## config.mk

```make
export PLATFORM = sky130hd
export DESIGN_NAME = nid_node_addr
export DESIGN_NICKNAME = d
export VERILOG_FILES = /design/src/hdl/nid_sync2.v /design/src/hdl/nid_node_addr.v
export VERILOG_INCLUDE_DIRS = /design/src /design/src/hdl
export SDC_FILE = /design/constraint.sdc
export NUM_CORES = 1
export LEC_CHECK = 0
export BUFFER_PORTS_ARGS = -buffer_cell sky130_fd_sc_hd__buf_2
export CAP_MARGIN = 20
export CORE_ASPECT_RATIO = 0.6
export CORE_UTILIZATION = 48
export DETAILED_ROUTE_END_ITERATION = 6
export GPL_TIMING_DRIVEN = 0
export PLACE_DENSITY = 0.79
export SKIP_CTS_REPAIR_TIMING = 1
export SLEW_MARGIN = 20
export SYNTH_ARGS = -nofsm -noshare
export SYNTH_HDL_FRONTEND = slang
export SYNTH_SLANG_ARGS = --single-unit
```

## constraint.sdc

```tcl
create_clock -name ref_clk -period 1.8 [get_ports ref_clk]
set_clock_uncertainty 0.1 [all_clocks]
set_input_delay 0.36 -clock ref_clk [delete_from_list [all_inputs] [get_ports ref_clk]]
set_output_delay 0.36 -clock ref_clk [all_outputs]
set_load 0.05 [all_outputs]
```

## src/hdl/nid_consts.vh

```
/*
  constants for the local node address register block: offset, field
  positions, reset values. assumes nothing; definitions only.
*/
`ifndef NID_CONSTS_VH
`define NID_CONSTS_VH

// ----------------------------------------------------------------------
// register map
// ----------------------------------------------------------------------
`define NID_ADDR_W            8
`define NID_LOCAL_NODE_OFS    8'hE8

// ----------------------------------------------------------------------
// field positions
// ----------------------------------------------------------------------
`define NID_VALID_BIT         31
`define NID_ROOT_BIT          30
`define NID_CPWR_BIT          27
`define NID_SEG_HI            15
`define NID_SEG_LO            6
`define NID_SEG_W             10
`define NID_IDX_HI            5
`define NID_IDX_LO            0
`define NID_IDX_W             6
`define NID_IDX_BCAST         6'h3F

// ----------------------------------------------------------------------
// reset values and bus answers
// ----------------------------------------------------------------------
`define NID_SEG_RST           10'h000
`define NID_IDX_RST           6'h00
`define NID_RESP_OKAY         2'h0
`define NID_RESP_SLVERR       2'h2

`endif

```

## src/hdl/nid_sync2.v

```verilog
/*
  two flip-flop synchroniser for a vector of levels from the phy side.
  assumes the bits are slow levels or held until sampled.
*/
`timescale 1ns/100ps
`include "nid_consts.vh"

module nid_sync2 #(
  parameter W = 1
) (
  input  wire         ref_clk,
  input  wire         rst_n,
  input  wire [W-1:0] d,
  output wire [W-1:0] q
);

  reg [W-1:0] meta_r;
  reg [W-1:0] q_r;

  // first stage feeds only the second stage
  always @(posedge ref_clk) begin
    if (!rst_n) begin
      meta_r <= {W{1'b0}};
      q_r    <= {W{1'b0}};
    end else begin
      meta_r <= d;
      q_r    <= meta_r;
    end
  end

  assign q = q_r;

endmodule // nid_sync2

```

## src/hdl/nid_node_addr.v

```verilog
/*
  local node address register behind an axi4-lite slave. holds the bus
  segment number (software), node index (loaded from the phy), and the
  address valid, root and cable power flags.
  a phy pin change shows in the register three edges later; a write
  answers two edges after both halves arrive, a read one edge after ar.
  assumes phy pins are asynchronous levels; the index load strobe is held
  by the phy for at least three ref_clk cycles together with its data.
*/
// The AXI4-Lite slave port was left to the implementer.
`timescale 1ns/100ps
`include "nid_consts.vh"

module nid_node_addr (
  input  wire                   ref_clk,
  input  wire                   rst_n,
  // axi4-lite slave
  input  wire [`NID_ADDR_W-1:0] s_axi_awaddr,
  input  wire                   s_axi_awvalid,
  output wire                   s_axi_awready,
  input  wire [31:0]            s_axi_wdata,
  input  wire [3:0]             s_axi_wstrb,
  input  wire                   s_axi_wvalid,
  output wire                   s_axi_wready,
  output wire [1:0]             s_axi_bresp,
  output wire                   s_axi_bvalid,
  input  wire                   s_axi_bready,
  input  wire [`NID_ADDR_W-1:0] s_axi_araddr,
  input  wire                   s_axi_arvalid,
  output wire                   s_axi_arready,
  output wire [31:0]            s_axi_rdata,
  output wire [1:0]             s_axi_rresp,
  output wire                   s_axi_rvalid,
  input  wire                   s_axi_rready,
  // phy side, asynchronous levels
  input  wire                   phy_bus_reset,
  input  wire                   phy_is_root,
  input  wire                   phy_cable_power_ok,
  input  wire                   phy_index_load,
  input  wire [`NID_IDX_W-1:0]  phy_node_index,
  // status out
  output wire [15:0]            node_id,
  output wire                   node_index_bcast
);

  // ----------------------------------------------------------------------
  // phy input synchronisation
  // ----------------------------------------------------------------------
  // all phy levels share one synchroniser so that a load and its index,
  // or a bus reset and the root level, stay aligned cycle for cycle
  localparam SW = 4 + `NID_IDX_W;
  wire [SW-1:0] phy_s;

  nid_sync2 #(.W(SW)) u_sync (
    .ref_clk (ref_clk),
    .rst_n   (rst_n),
    .d       ({phy_bus_reset, phy_is_root, phy_cable_power_ok, phy_index_load,
               phy_node_index}),
    .q       (phy_s)
  );

  wire                  bus_reset_s = phy_s[SW-1];
  wire                  is_root_s   = phy_s[SW-2];
  wire                  cpwr_s      = phy_s[SW-3];
  wire                  load_s      = phy_s[SW-4];
  wire [`NID_IDX_W-1:0] index_s     = phy_s[`NID_IDX_W-1:0];

  // the load strobe acts on its synchronised rising edge only; a level
  // still high after a bus reset ends does not reload a stale index
  reg load_d_r;
  wire load_rise = load_s & ~load_d_r;

  // ----------------------------------------------------------------------
  // register state
  // ----------------------------------------------------------------------
  reg                  valid_r;
  reg                  root_r;
  reg                  cpwr_r;
  reg [`NID_SEG_W-1:0] seg_r;
  reg [`NID_IDX_W-1:0] idx_r;

  // write channel holding: address and data may arrive in either order
  reg                   aw_have_r;
  reg [`NID_ADDR_W-1:0] aw_addr_r;
  reg                   w_have_r;
  reg [31:0]            w_data_r;
  reg [3:0]             w_strb_r;
  reg                   bvalid_r;
  reg [1:0]             bresp_r;
  reg                   rvalid_r;
  reg [31:0]            rdata_r;
  reg [1:0]             rresp_r;

  // readies are combinational from held state: one write and one read at
  // a time, and no new address while an answer waits for its ready
  assign s_axi_awready = ~aw_have_r & ~bvalid_r;
  assign s_axi_wready  = ~w_have_r & ~bvalid_r;
  assign s_axi_bvalid  = bvalid_r;
  assign s_axi_bresp   = bresp_r;
  assign s_axi_arready = ~rvalid_r;
  assign s_axi_rvalid  = rvalid_r;
  assign s_axi_rdata   = rdata_r;
  assign s_axi_rresp   = rresp_r;

  // address bits 1:0 are ignored: the register is one aligned word
  wire do_write = aw_have_r & w_have_r & ~bvalid_r;
  wire wr_hit   = ({aw_addr_r[`NID_ADDR_W-1:2], 2'h0} == `NID_LOCAL_NODE_OFS);
  wire rd_hit   = ({s_axi_araddr[`NID_ADDR_W-1:2], 2'h0} == `NID_LOCAL_NODE_OFS);

  // read image: reserved bits stay zero
  wire [31:0] reg_image;
  assign reg_image = {valid_r, root_r, 2'b00, cpwr_r, 11'h000,
                      seg_r, idx_r};

  assign node_id          = {seg_r, idx_r};
  assign node_index_bcast = (idx_r == `NID_IDX_BCAST);

  // ----------------------------------------------------------------------
  // hardware updated flags and index
  // ----------------------------------------------------------------------
  // bus reset wins over a load in the same cycle: an index from before the
  // reset is stale by definition
  // root tracks the phy only while bus reset is seen and holds afterwards;
  // cable power is a plain follower, one edge behind the synchroniser
  always @(posedge ref_clk) begin
    if (!rst_n) begin
      load_d_r <= 1'b0;
      valid_r  <= 1'b0;
      root_r   <= 1'b0;
      cpwr_r   <= 1'b0;
      idx_r    <= `NID_IDX_RST;
    end else begin
      load_d_r <= load_s;
      cpwr_r   <= cpwr_s;
      if (bus_reset_s) begin
        valid_r <= 1'b0;
        root_r  <= is_root_s;
      end else if (load_rise) begin
        valid_r <= 1'b1;
        idx_r   <= index_s;
      end
    end
  end

  // ----------------------------------------------------------------------
  // axi4-lite write path
  // ----------------------------------------------------------------------
  // only the segment field takes data; its two bytes obey byte lanes
  // flags, index and reserved bits ignore written data
  // a strobe of zero still answers okay and leaves the register as it was
  always @(posedge ref_clk) begin
    if (!rst_n) begin
      aw_have_r <= 1'b0;
      aw_addr_r <= {`NID_ADDR_W{1'b0}};
      w_have_r  <= 1'b0;
      w_data_r  <= 32'h0000_0000;
      w_strb_r  <= 4'h0;
      bvalid_r  <= 1'b0;
      bresp_r   <= `NID_RESP_OKAY;
      seg_r     <= `NID_SEG_RST;
    end else begin
      if (s_axi_awvalid && s_axi_awready) begin
        aw_have_r <= 1'b1;
        aw_addr_r <= s_axi_awaddr;
      end
      if (s_axi_wvalid && s_axi_wready) begin
        w_have_r <= 1'b1;
        w_data_r <= s_axi_wdata;
        w_strb_r <= s_axi_wstrb;
      end
      if (do_write) begin
        aw_have_r <= 1'b0;
        w_have_r  <= 1'b0;
        bvalid_r  <= 1'b1;
        bresp_r   <= wr_hit ? `NID_RESP_OKAY : `NID_RESP_SLVERR;
        if (wr_hit) begin
          if (w_strb_r[0])
            seg_r[1:0] <= w_data_r[7:6];
          if (w_strb_r[1])
            seg_r[`NID_SEG_W-1:2] <= w_data_r[`NID_SEG_HI:8];
        end
      end else if (bvalid_r && s_axi_bready) begin
        bvalid_r <= 1'b0;
      end
    end
  end

  // ----------------------------------------------------------------------
  // axi4-lite read path
  // ----------------------------------------------------------------------
  // unmapped addresses answer slverr with zero data
  // rdata is a snapshot taken when ar is accepted and stands until rready
  always @(posedge ref_clk) begin
    if (!rst_n) begin
      rvalid_r <= 1'b0;
      rdata_r  <= 32'h0000_0000;
      rresp_r  <= `NID_RESP_OKAY;
    end else if (s_axi_arvalid && s_axi_arready) begin
      rvalid_r <= 1'b1;
      if (rd_hit) begin
        rdata_r <= reg_image;
        rresp_r <= `NID_RESP_OKAY;
      end else begin
        rdata_r <= 32'h0000_0000;
        rresp_r <= `NID_RESP_SLVERR;
      end
    end else if (rvalid_r && s_axi_rready) begin
      rvalid_r <= 1'b0;
    end
  end

endmodule // nid_node_addr

```

==> flow_metrics.tcl, run 1 <==
set metrics [dict create \
    outcome "finished clean" \
    crit_arrival_ps 1220 \
    cts_sinks 83 \
    r2r_setup_slack_ps 300 \
    drc 0 \
    core_mm2 0.00622 \
    wirelength_mm 6.46 \
    antenna_found_initial 0 \
    path_clk_slew_ps 80 \
    wire_per_inst_um 12.4 \
    area_growth_pct 23.4 \
    tns_ps 0 \
    grt_pass1_vias 2248 \
    rr_endpoint "seg_r[3]" \
    vdd_drop_max_mv 0.494 \
    synth.avg_cell_area_um2 9.65 \
    chipHeight_um 64.8 \
    wl_met2_mm 2.71 \
    place_congestion 0.798 \
    seqPwrFrac 0.551 \
    yosys_warnings 0 \
    hold_class "primary input to flop" \
    holdPathStages 2 \
    num_io_pins 127 \
    worstHoldEndpoint "u_sync.meta_r[3]" \
    dpl.cell_count 507 \
    grt_pass1_wl_mm 10.7 \
    rsz0062_at_grt "no" \
    nNetsFinal 503 \
    clockBufferDepth 2 \
    fp-row-count 22 \
    cts_tree "built" \
    crit_fanout 4 \
    synth_cell_types 28 \
    register_area_mm2 0.00166 \
    antennaDiodeCount 0 \
    num_vias 2478 \
    clkPwrFrac 0.331 \
    cts_max_level 3 \
    final-setup-viol-count 0 \
    p_int_uw 2570 \
    p_total_uw 3510 \
    wl_met1_mm 3.24 \
    synthCells 327 \
    grt_usage 0.203 \
    antenna_left 0 \
    switching_share 0.268 \
    min_period_over_period 0.935 \
    dr.first_iter.drc_count 56 \
    slew_violations 0 \
    netlist_area_mm2 0.00316 \
    clock-root-buffer "clkbuf_8" \
    fmax_mhz 594 \
    grt_overflow_total 0 \
    ys_seq_area_frac 0.526 \
    comb_power_share 0.118 \
    critical_path_class "flop to output port" \
    worstSetupStartpointType "flop" \
    numPortBuffers 82 \
    power_leakage_uw 0.00170 \
    reg2reg_from "s_axi_bvalid" \
    die_w_um 107 \
    routed.top_layer "met4" \
    drive_gt1_frac 0.288 \
    clk_latency_ps 360 \
    drtPass1Iterations 4 \
    cp_data_required_time_ps 1340 \
    hp-start "phy_node_index[3]" \
    wl_met3_um 396 \
    viasPerCell 4.75 \
    num-fill-cells 552 \
    cts_buffers 9 \
    die-area_mm2 0.00692 \
    synth_seq_cells 83 \
    layout_setup_ws_ps 117 \
    grt_max_degree 14 \
    reg2regPathDepth 4 \
    initial_core_util 0.507 \
    switching_power_uw 940 \
    dp_hpwl_mm 4.87 \
    period_needed_ps 1680 \
    maxCapViolCount 0 \
    instances_no_fill 522 \
    end_kind "output port" \
    dpl_worst_slack_ps 187 \
    hold_viol 0 \
    multi_input_area_mm2 0.00133 \
    power.density_mw_per_mm2 901 \
]
[synthesized netlist by cell type (all sizes together)]
library cell / number / area (um^2)
and2: 22 / 138
nand4: 20 / 125
dfxtp: 83 / 1660
mux2i: 23 / 230
clkbuf: 13 / 48.8
nand2b: 2 / 12.5
and4: 2 / 20.0
and4b: 2 / 20.0
nor3b: 4 / 46.3
nand3: 2 / 10.0
and3b: 1 / 8.76
o21a: 1 / 7.51
nor2: 7 / 26.3
inv: 2 / 7.51
or3b: 1 / 8.76
o211a: 3 / 30.0
conb: 1 / 3.75
a21oi: 1 / 5.00
a21boi: 31 / 233
nand2: 65 / 244
nor2b: 17 / 106
buf: 24 / 164
[placed cells by master (no fill, tap or decap), types with 2 or more instances in the layout]
master,count
and4b_1,2
mux2i_1,23
buf_2,90
clkinvlp_4,2
a21boi_0,30
nand2_1,65
clkinv_2,3
inv_1,2
nand4_1,20
nand3_1,2
clkbuf_1,13
nor2b_1,17
nor2_1,6
o211a_1,3
clkbuf_8,10
and2_1,22
conb_1,15
dfxtp_1,83
buf_4,15
nor3b_1,2
nand2b_1,2
[flip-flops by register name, indices dropped and copies added (netlist names), 2 cells and up]
signal	cells
aw_addr_r	6
idx_r	6
s_axi_rdata	19
seg_r	10
u_sync.meta_r	10
u_sync.q	10
w_data_r	10
w_strb_r	2
[layout make-up]
type | count | area share
Sequential cell | 83 | 0.427
Multi-Input combinational cell | 219 | 0.341
Timing Repair Buffer | 82 | 0.105
Buffer | 37 | 0.0546
Clock buffer | 10 | 0.0353
Tap cell | 84 | 0.0270
Clock inverter | 5 | 0.00771
Inverter | 2 | 0.00193
[critical path: stages (launching register included)]
cell and delay (ps):
dfxtp_1 400, nand4_1 130, nor2_2 80, buf_2 260
[worst max path at each step]
stage                        startpoint               end  slack [ps]  cells after the start
after detailed placement  s_axi_arvalid   s_axi_rdata[14]         190                      5
final                          idx_r[4]  node_index_bcast         120                      3
after global placement    s_axi_arvalid   s_axi_rdata[10]         260                      5
after global routing           idx_r[3]  node_index_bcast          60                      3
after floorplan                idx_r[2]  node_index_bcast          70                      2
after CTS                      idx_r[4]  node_index_bcast         110                      3
[power by group through the flow]
stage / sequential (uW) / clock (uW) / combinational (uW)
2_1_floorplan: 1990 / 0 / 291
3_3_place_gp: 1980 / 0 / 406
3_5_place_dp: 1980 / 0 / 414
4_1_cts: 1940 / 1190 / 414
5_1_grt: 1940 / 1280 / 451
6_report: 1940 / 1160 / 413
[logic make-up (layout without fill, tap and decap cells)]
group                  count (synthesis)  after routing  synth area share
other                                  1             15           0.00119
DFF                                   83             83             0.526
muxes                                 23             23            0.0729
AOI/OAI and AO/OA                     36             36            0.0872
and+or+nand+nor                      145            145             0.243
buffers and inverters                 39            136            0.0698
[through the flow]
step                      instance area (um^2)  hold slack [ps]  utilization
final                                     3890              101        0.626
after global routing                      3890              104        0.626
after CTS                                 3890             95.0        0.626
after detailed placement                  3730              321        0.599
after global placement                    3730              321        0.599
after floorplan                           3210              312            -
[routing by layer]
metal  vias up  track usage
met3        15       0.0644
met2        73        0.302
met5         -            0
met1      1119        0.275
li1       1271            -
met4         0       0.0771
Power figures use the tool's default switching activity.
==> run 2, diff against run 1 <==
- SYNTH_HIERARCHICAL: default -> 1
==> run 2 against run 1 <==
Worst setup slack got worse by 16 ps. Core utilization grew 0.61 points. Global-route usage rose by 0.88 points. Critical endpoint unchanged. Sequential cell count unchanged. Register-to-register slack got worse by 40 ps. Cell area increased by 1.4%. Hold slack is essentially flat. First-iteration DRC count is 100% higher. Routed wire length is 8.5% higher. Critical path depth did not move. Synthesized cell count is the same.
==> flow_metrics.tcl, run 2 <==
set metrics [dict create \
    num_io_pins 127 \
    min_period_over_period 0.944 \
    period_needed_ps 1700 \
    layout_setup_ws_ps 101 \
    final-setup-viol-count 0 \
    dr.first_iter.drc_count 113 \
    wire_per_inst_um 13.4 \
    synth_top_area_share 0.523 \
    clock-root-buffer "clkbuf_8" \
    cts_buffers 9 \
    synthFlopType "dfxtp_1" \
    antenna_left 0 \
    p_total_uw 3700 \
    nNetsFinal 503 \
    max_stage_delay_ps 400 \
    synthCells 327 \
    numPortBuffers 82 \
    outcome "finished clean" \
    crit_arrival_ps 1240 \
    power_leakage_uw 0.00173 \
    synth_seq_cells 83 \
    yosys_warnings 6 \
    worstSetupStartpointType "flop" \
    fp-row-count 22 \
    rsz0062_at_grt "no" \
    die_w_um 107 \
    antennaDiodeCount 0 \
    hold_class "primary input to flop" \
    cts_tree "built" \
    num_vias 2557 \
    mostFrequentLayoutCell "buf_2" \
    clockBufferDepth 2 \
    initial_core_util 0.509 \
    critical_path_class "flop to output port" \
    fmax_mhz 589 \
    core_mm2 0.00625 \
    crit_fanout 4 \
    grt_pass1_wl_mm 11.2 \
    cts_max_level 3 \
    relSlewSlack 0.522 \
    grt_usage 0.212 \
    drtPass1Iterations 4 \
    path_clk_slew_ps 80 \
    ys_seq_area_frac 0.523 \
    most-common-layout-cells "89 x buf_2, 83 x dfxtp_1, 65 x nand2_1" \
    async_reset_ff_frac 0 \
    maxCapViolCount 0 \
    synthMostInstantiatedCell "dfxtp_1" \
    clk_latency_ps 350 \
    cts_sinks 83 \
    largest_reg_flops 19 \
    grt_pass1_vias 2354 \
    die-area_mm2 0.00696 \
    dp_hpwl_mm 5.20 \
    worst_pin_slew_ps 714 \
    synth_cell_types 28 \
    placedInstanceArea_mm2 0.00375 \
    end_kind "output port" \
    vdd_drop_max_mv 0.542 \
    chipHeight_um 65.0 \
    antenna_found_initial 0 \
    viasPerCell 4.89 \
    cpMaxStageDelayCell "dfxtp_1" \
    stdcell_area_mm2 0.00395 \
    grt_overflow_total 0 \
    hold_viol 0 \
    place_congestion 0.767 \
    yosys-top-cells-count "83 x dfxtp_1, 65 x nand2_1, 30 x a21boi_0, 23 x mux2i_1, 20 x nand4_1" \
    synth-edff-count 0 \
    netlist_area_mm2 0.00318 \
    tns_ps 0 \
    cp_data_required_time_ps 1340 \
    synth_top_area_cell "dfxtp_1" \
    synth.avg_cell_area_um2 9.72 \
    drc 0 \
    power.density_mw_per_mm2 937 \
    slew_violations 0 \
    grt_max_degree 16 \
    synth_area_leaders "dfxtp_1 52%, nand2_1 7.7%, mux2i_1 7.2%" \
    path_cells "nand4_1 -> nor2_2 -> buf_2" \
    dpl_worst_slack_ps 169 \
    drive_gt1_frac 0.317 \
    area_growth_pct 24.3 \
    wirelength_mm 7.01 \
]
==> run 2: final timing paths <==
path | slack, ps | start | endpoint | cells past startpoint
hold / removal | 100 | phy_is_root | u_sync/meta_r[8] | 2
setup reg to reg | 260 | s_axi_rvalid | s_axi_rdata[11] | 4
hold reg to reg | 340 | u_sync/meta_r[6] | u_sync/q[6] | 1
setup / recovery | 100 | idx_r[2] | node_index_bcast | 3
==> run 2: logic make-up after synthesis <==
| family | count (synthesis) | synth area share |
|---|---|---|
| DFF | 83 | 0.523 |
| AOI/OAI and AO/OA | 36 | 0.0866 |
| buffers and inverters | 39 | 0.0736 |
| and+or+nand+nor | 145 | 0.243 |
| other | 1 | 0.00118 |
| muxes | 23 | 0.0724 |
==> run 2: cell type report <==
cell class	count	area [um^2]
buffer	37	226
clock buffer	9	124
clock inverter	7	77.6
fill	546	2300
inverter	2	7.51
multi-input combinational	219	1340
sequential	83	1660
tap	84	105
timing repair buffer	82	410
==> run 2: through the flow <==
step / instances / util / hold WS, ps
after detailed placement: 507 / 0.600 / 320
after global placement: 507 / 0.600 / 321
final: 523 / 0.632 / 102
after global routing: 523 / 0.632 / 99.3
after floorplan: 341 / - / 312
after CTS: 523 / 0.632 / 92.0
==> run 2: routing by layer <==
metal / part of all wire / GRT usage / vias to the layer above
met3: 0.093 / 0.0755 / 6
met1: 0.47 / 0.286 / 1178
li1: - / - / 1269
met2: 0.43 / 0.330 / 104
met4: 0.0070 / 0.0377 / 0
met5: 0 / 0 / -
==> run 2: power by group <==
part	total, uW	internal [uW]	switching (uW)
Clock	1340	650	691
Combinational	428	153	275
Sequential	1930	1900	34.7
Total	3700	2700	1000
==> run 2: critical path: cells and delay by family (launching register included) <==
| family | cells | cell delay (ps) |
|---|---|---|
| and+or+nand+nor | 2 | 230 |
| DFF | 1 | 400 |
| buffers and inverters | 1 | 260 |
==> run 3, diff against run 2 <==
- BUFFER_PORTS_ARGS: -buffer_cell sky130_fd_sc_hd__buf_2 -> default
- CORE_UTILIZATION: 48 -> 62
- DONT_BUFFER_PORTS: default -> 1
- PLACE_DENSITY: 0.79 -> 0.78
- SKIP_LAST_GASP: default -> 1
==> run 3 against run 2 <==
The flow now finishes with violations (negative setup slack). Die area decreased by 22%. Core utilization grew 12 points. Hold slack got worse by 82 ps. Clock power up 13%. Largest cell class unchanged.
==> flow_metrics.tcl, run 3 (synthesis gave the netlist of run 2 again) <==
set metrics [dict create \
    path_cells "nand4_1 -> nor2_4" \
    viasPerCell 5.35 \
    die-area_mm2 0.00543 \
    dpl_worst_slack_ps -64.7 \
    final-setup-viol-count 1 \
    path_buf_inv 0 \
    antenna_found_initial 0 \
    cts_max_level 3 \
    worst_pin_slew_ps 659 \
    dr.first_iter.drc_count 123 \
    largest_reg_flops 19 \
    vdd_drop_max_mv 0.764 \
    grt_pass1_vias 2033 \
    grt_pass1_wl_mm 10.4 \
    hold_viol 0 \
    placedInstanceArea_mm2 0.00331 \
    layout_setup_ws_ps -67.5 \
    numPortBuffers 0 \
    maxCapViolCount 0 \
    relSlewSlack 0.559 \
    wirelength_mm 6.66 \
    dpl.cell_count 404 \
    grt_overflow_total 0 \
    grt_usage 0.263 \
    nNetsFinal 421 \
    antennaDiodeCount 0 \
    cts_sinks 83 \
    dp_hpwl_mm 4.93 \
    path_clk_slew_ps 90 \
    instances_no_fill 420 \
    most-common-layout-cells "75 x dfxtp_1, 65 x nand2_1, 30 x a21boi_0" \
    num_vias 2249 \
    drc 0 \
    drtPass1Iterations 4 \
    clock-root-buffer "clkbuf_8" \
    cpMaxStageDelayCell "dfxtp_2" \
    outcome "finished with violations" \
    wl_met1_mm 3.23 \
    core_mm2 0.00475 \
    antenna_left 0 \
    power_leakage_uw 0.00138 \
    crit_arrival_ps 1410 \
    die_w_um 94.4 \
    power.density_mw_per_mm2 1070 \
    cts_buffers 9 \
    drive_gt1_frac 0.190 \
    min_period_over_period 1.04 \
    cp_data_required_time_ps 1340 \
    clk_latency_ps 360 \
    grt_max_degree 17 \
    critical_path_class "flop to output port" \
    routed.top_layer "met4" \
    wl_met3_um 773 \
    area_growth_pct 12.4 \
    mostFrequentLayoutCell "dfxtp_1" \
    slew_violations 0 \
    stdcell_area_mm2 0.00357 \
    rsz0062_at_grt "yes" \
    cts_tree "built" \
    period_needed_ps 1870 \
    place_congestion 0.784 \
    wire_per_inst_um 15.9 \
    worstSetupStartpointType "flop" \
    end_kind "output port" \
    wl_met2_mm 2.59 \
    hold_class "primary input to flop" \
    crit_family "flip-flops" \
    max_stage_delay_ps 530 \
    num-fill-cells 362 \
    crit_fanout 4 \
    fp-row-count 19 \
    failed_checks "negative setup slack" \
    clockBufferDepth 2 \
    initial_core_util 0.668 \
    fmax_mhz 535 \
    num_io_pins 127 \
    chipHeight_um 57.5 \
]
## run 3: layer usage
layer,track usage,up-vias
met3,0.0933,8
met1,0.387,1039
met2,0.349,98
met5,0,-
met4,0.105,0
li1,-,1104
## run 3: power breakdown
part	internal (uW)	leakage, uW	switching, uW
registers	1900	0.000681	66.3
logic	118	0.000580	233
clock network	803	0.000115	713
## run 3: area by class of cell
type / instances / area [um^2] / area share
sequential: 83 / 1670 / 0.468
multi-input combinational: 219 / 1360 / 0.380
buffer: 37 / 228 / 0.0638
clock buffer: 9 / 124 / 0.0347
clock inverter: 7 / 104 / 0.0291
tap: 63 / 78.8 / 0.0221
inverter: 2 / 7.51 / 0.00210
## run 3: stage by stage
stage               TNS, ps  power [uW]  utilization  hold slack [ps]
floorplan                 0        2290            -              312
global placement      -34.6        2340        0.697              320
detailed placement     -125        2350        0.697              320
CTS                   -1440        3840        0.744             11.4
global route           -123        3960        0.751             14.2
finish                -67.5        3830        0.751             19.8
## run 3: worst paths after layout
check                                        end  slack (ps)        startpoint  cells past startpoint
worst max-delay path            node_index_bcast         -70          idx_r[1]                      2
worst min-delay path            u_sync/meta_r[8]          20       phy_is_root                      1
worst max register to register   s_axi_rdata[14]         140      s_axi_rvalid                      5
worst min register to register       u_sync/q[7]         340  u_sync/meta_r[7]                      1
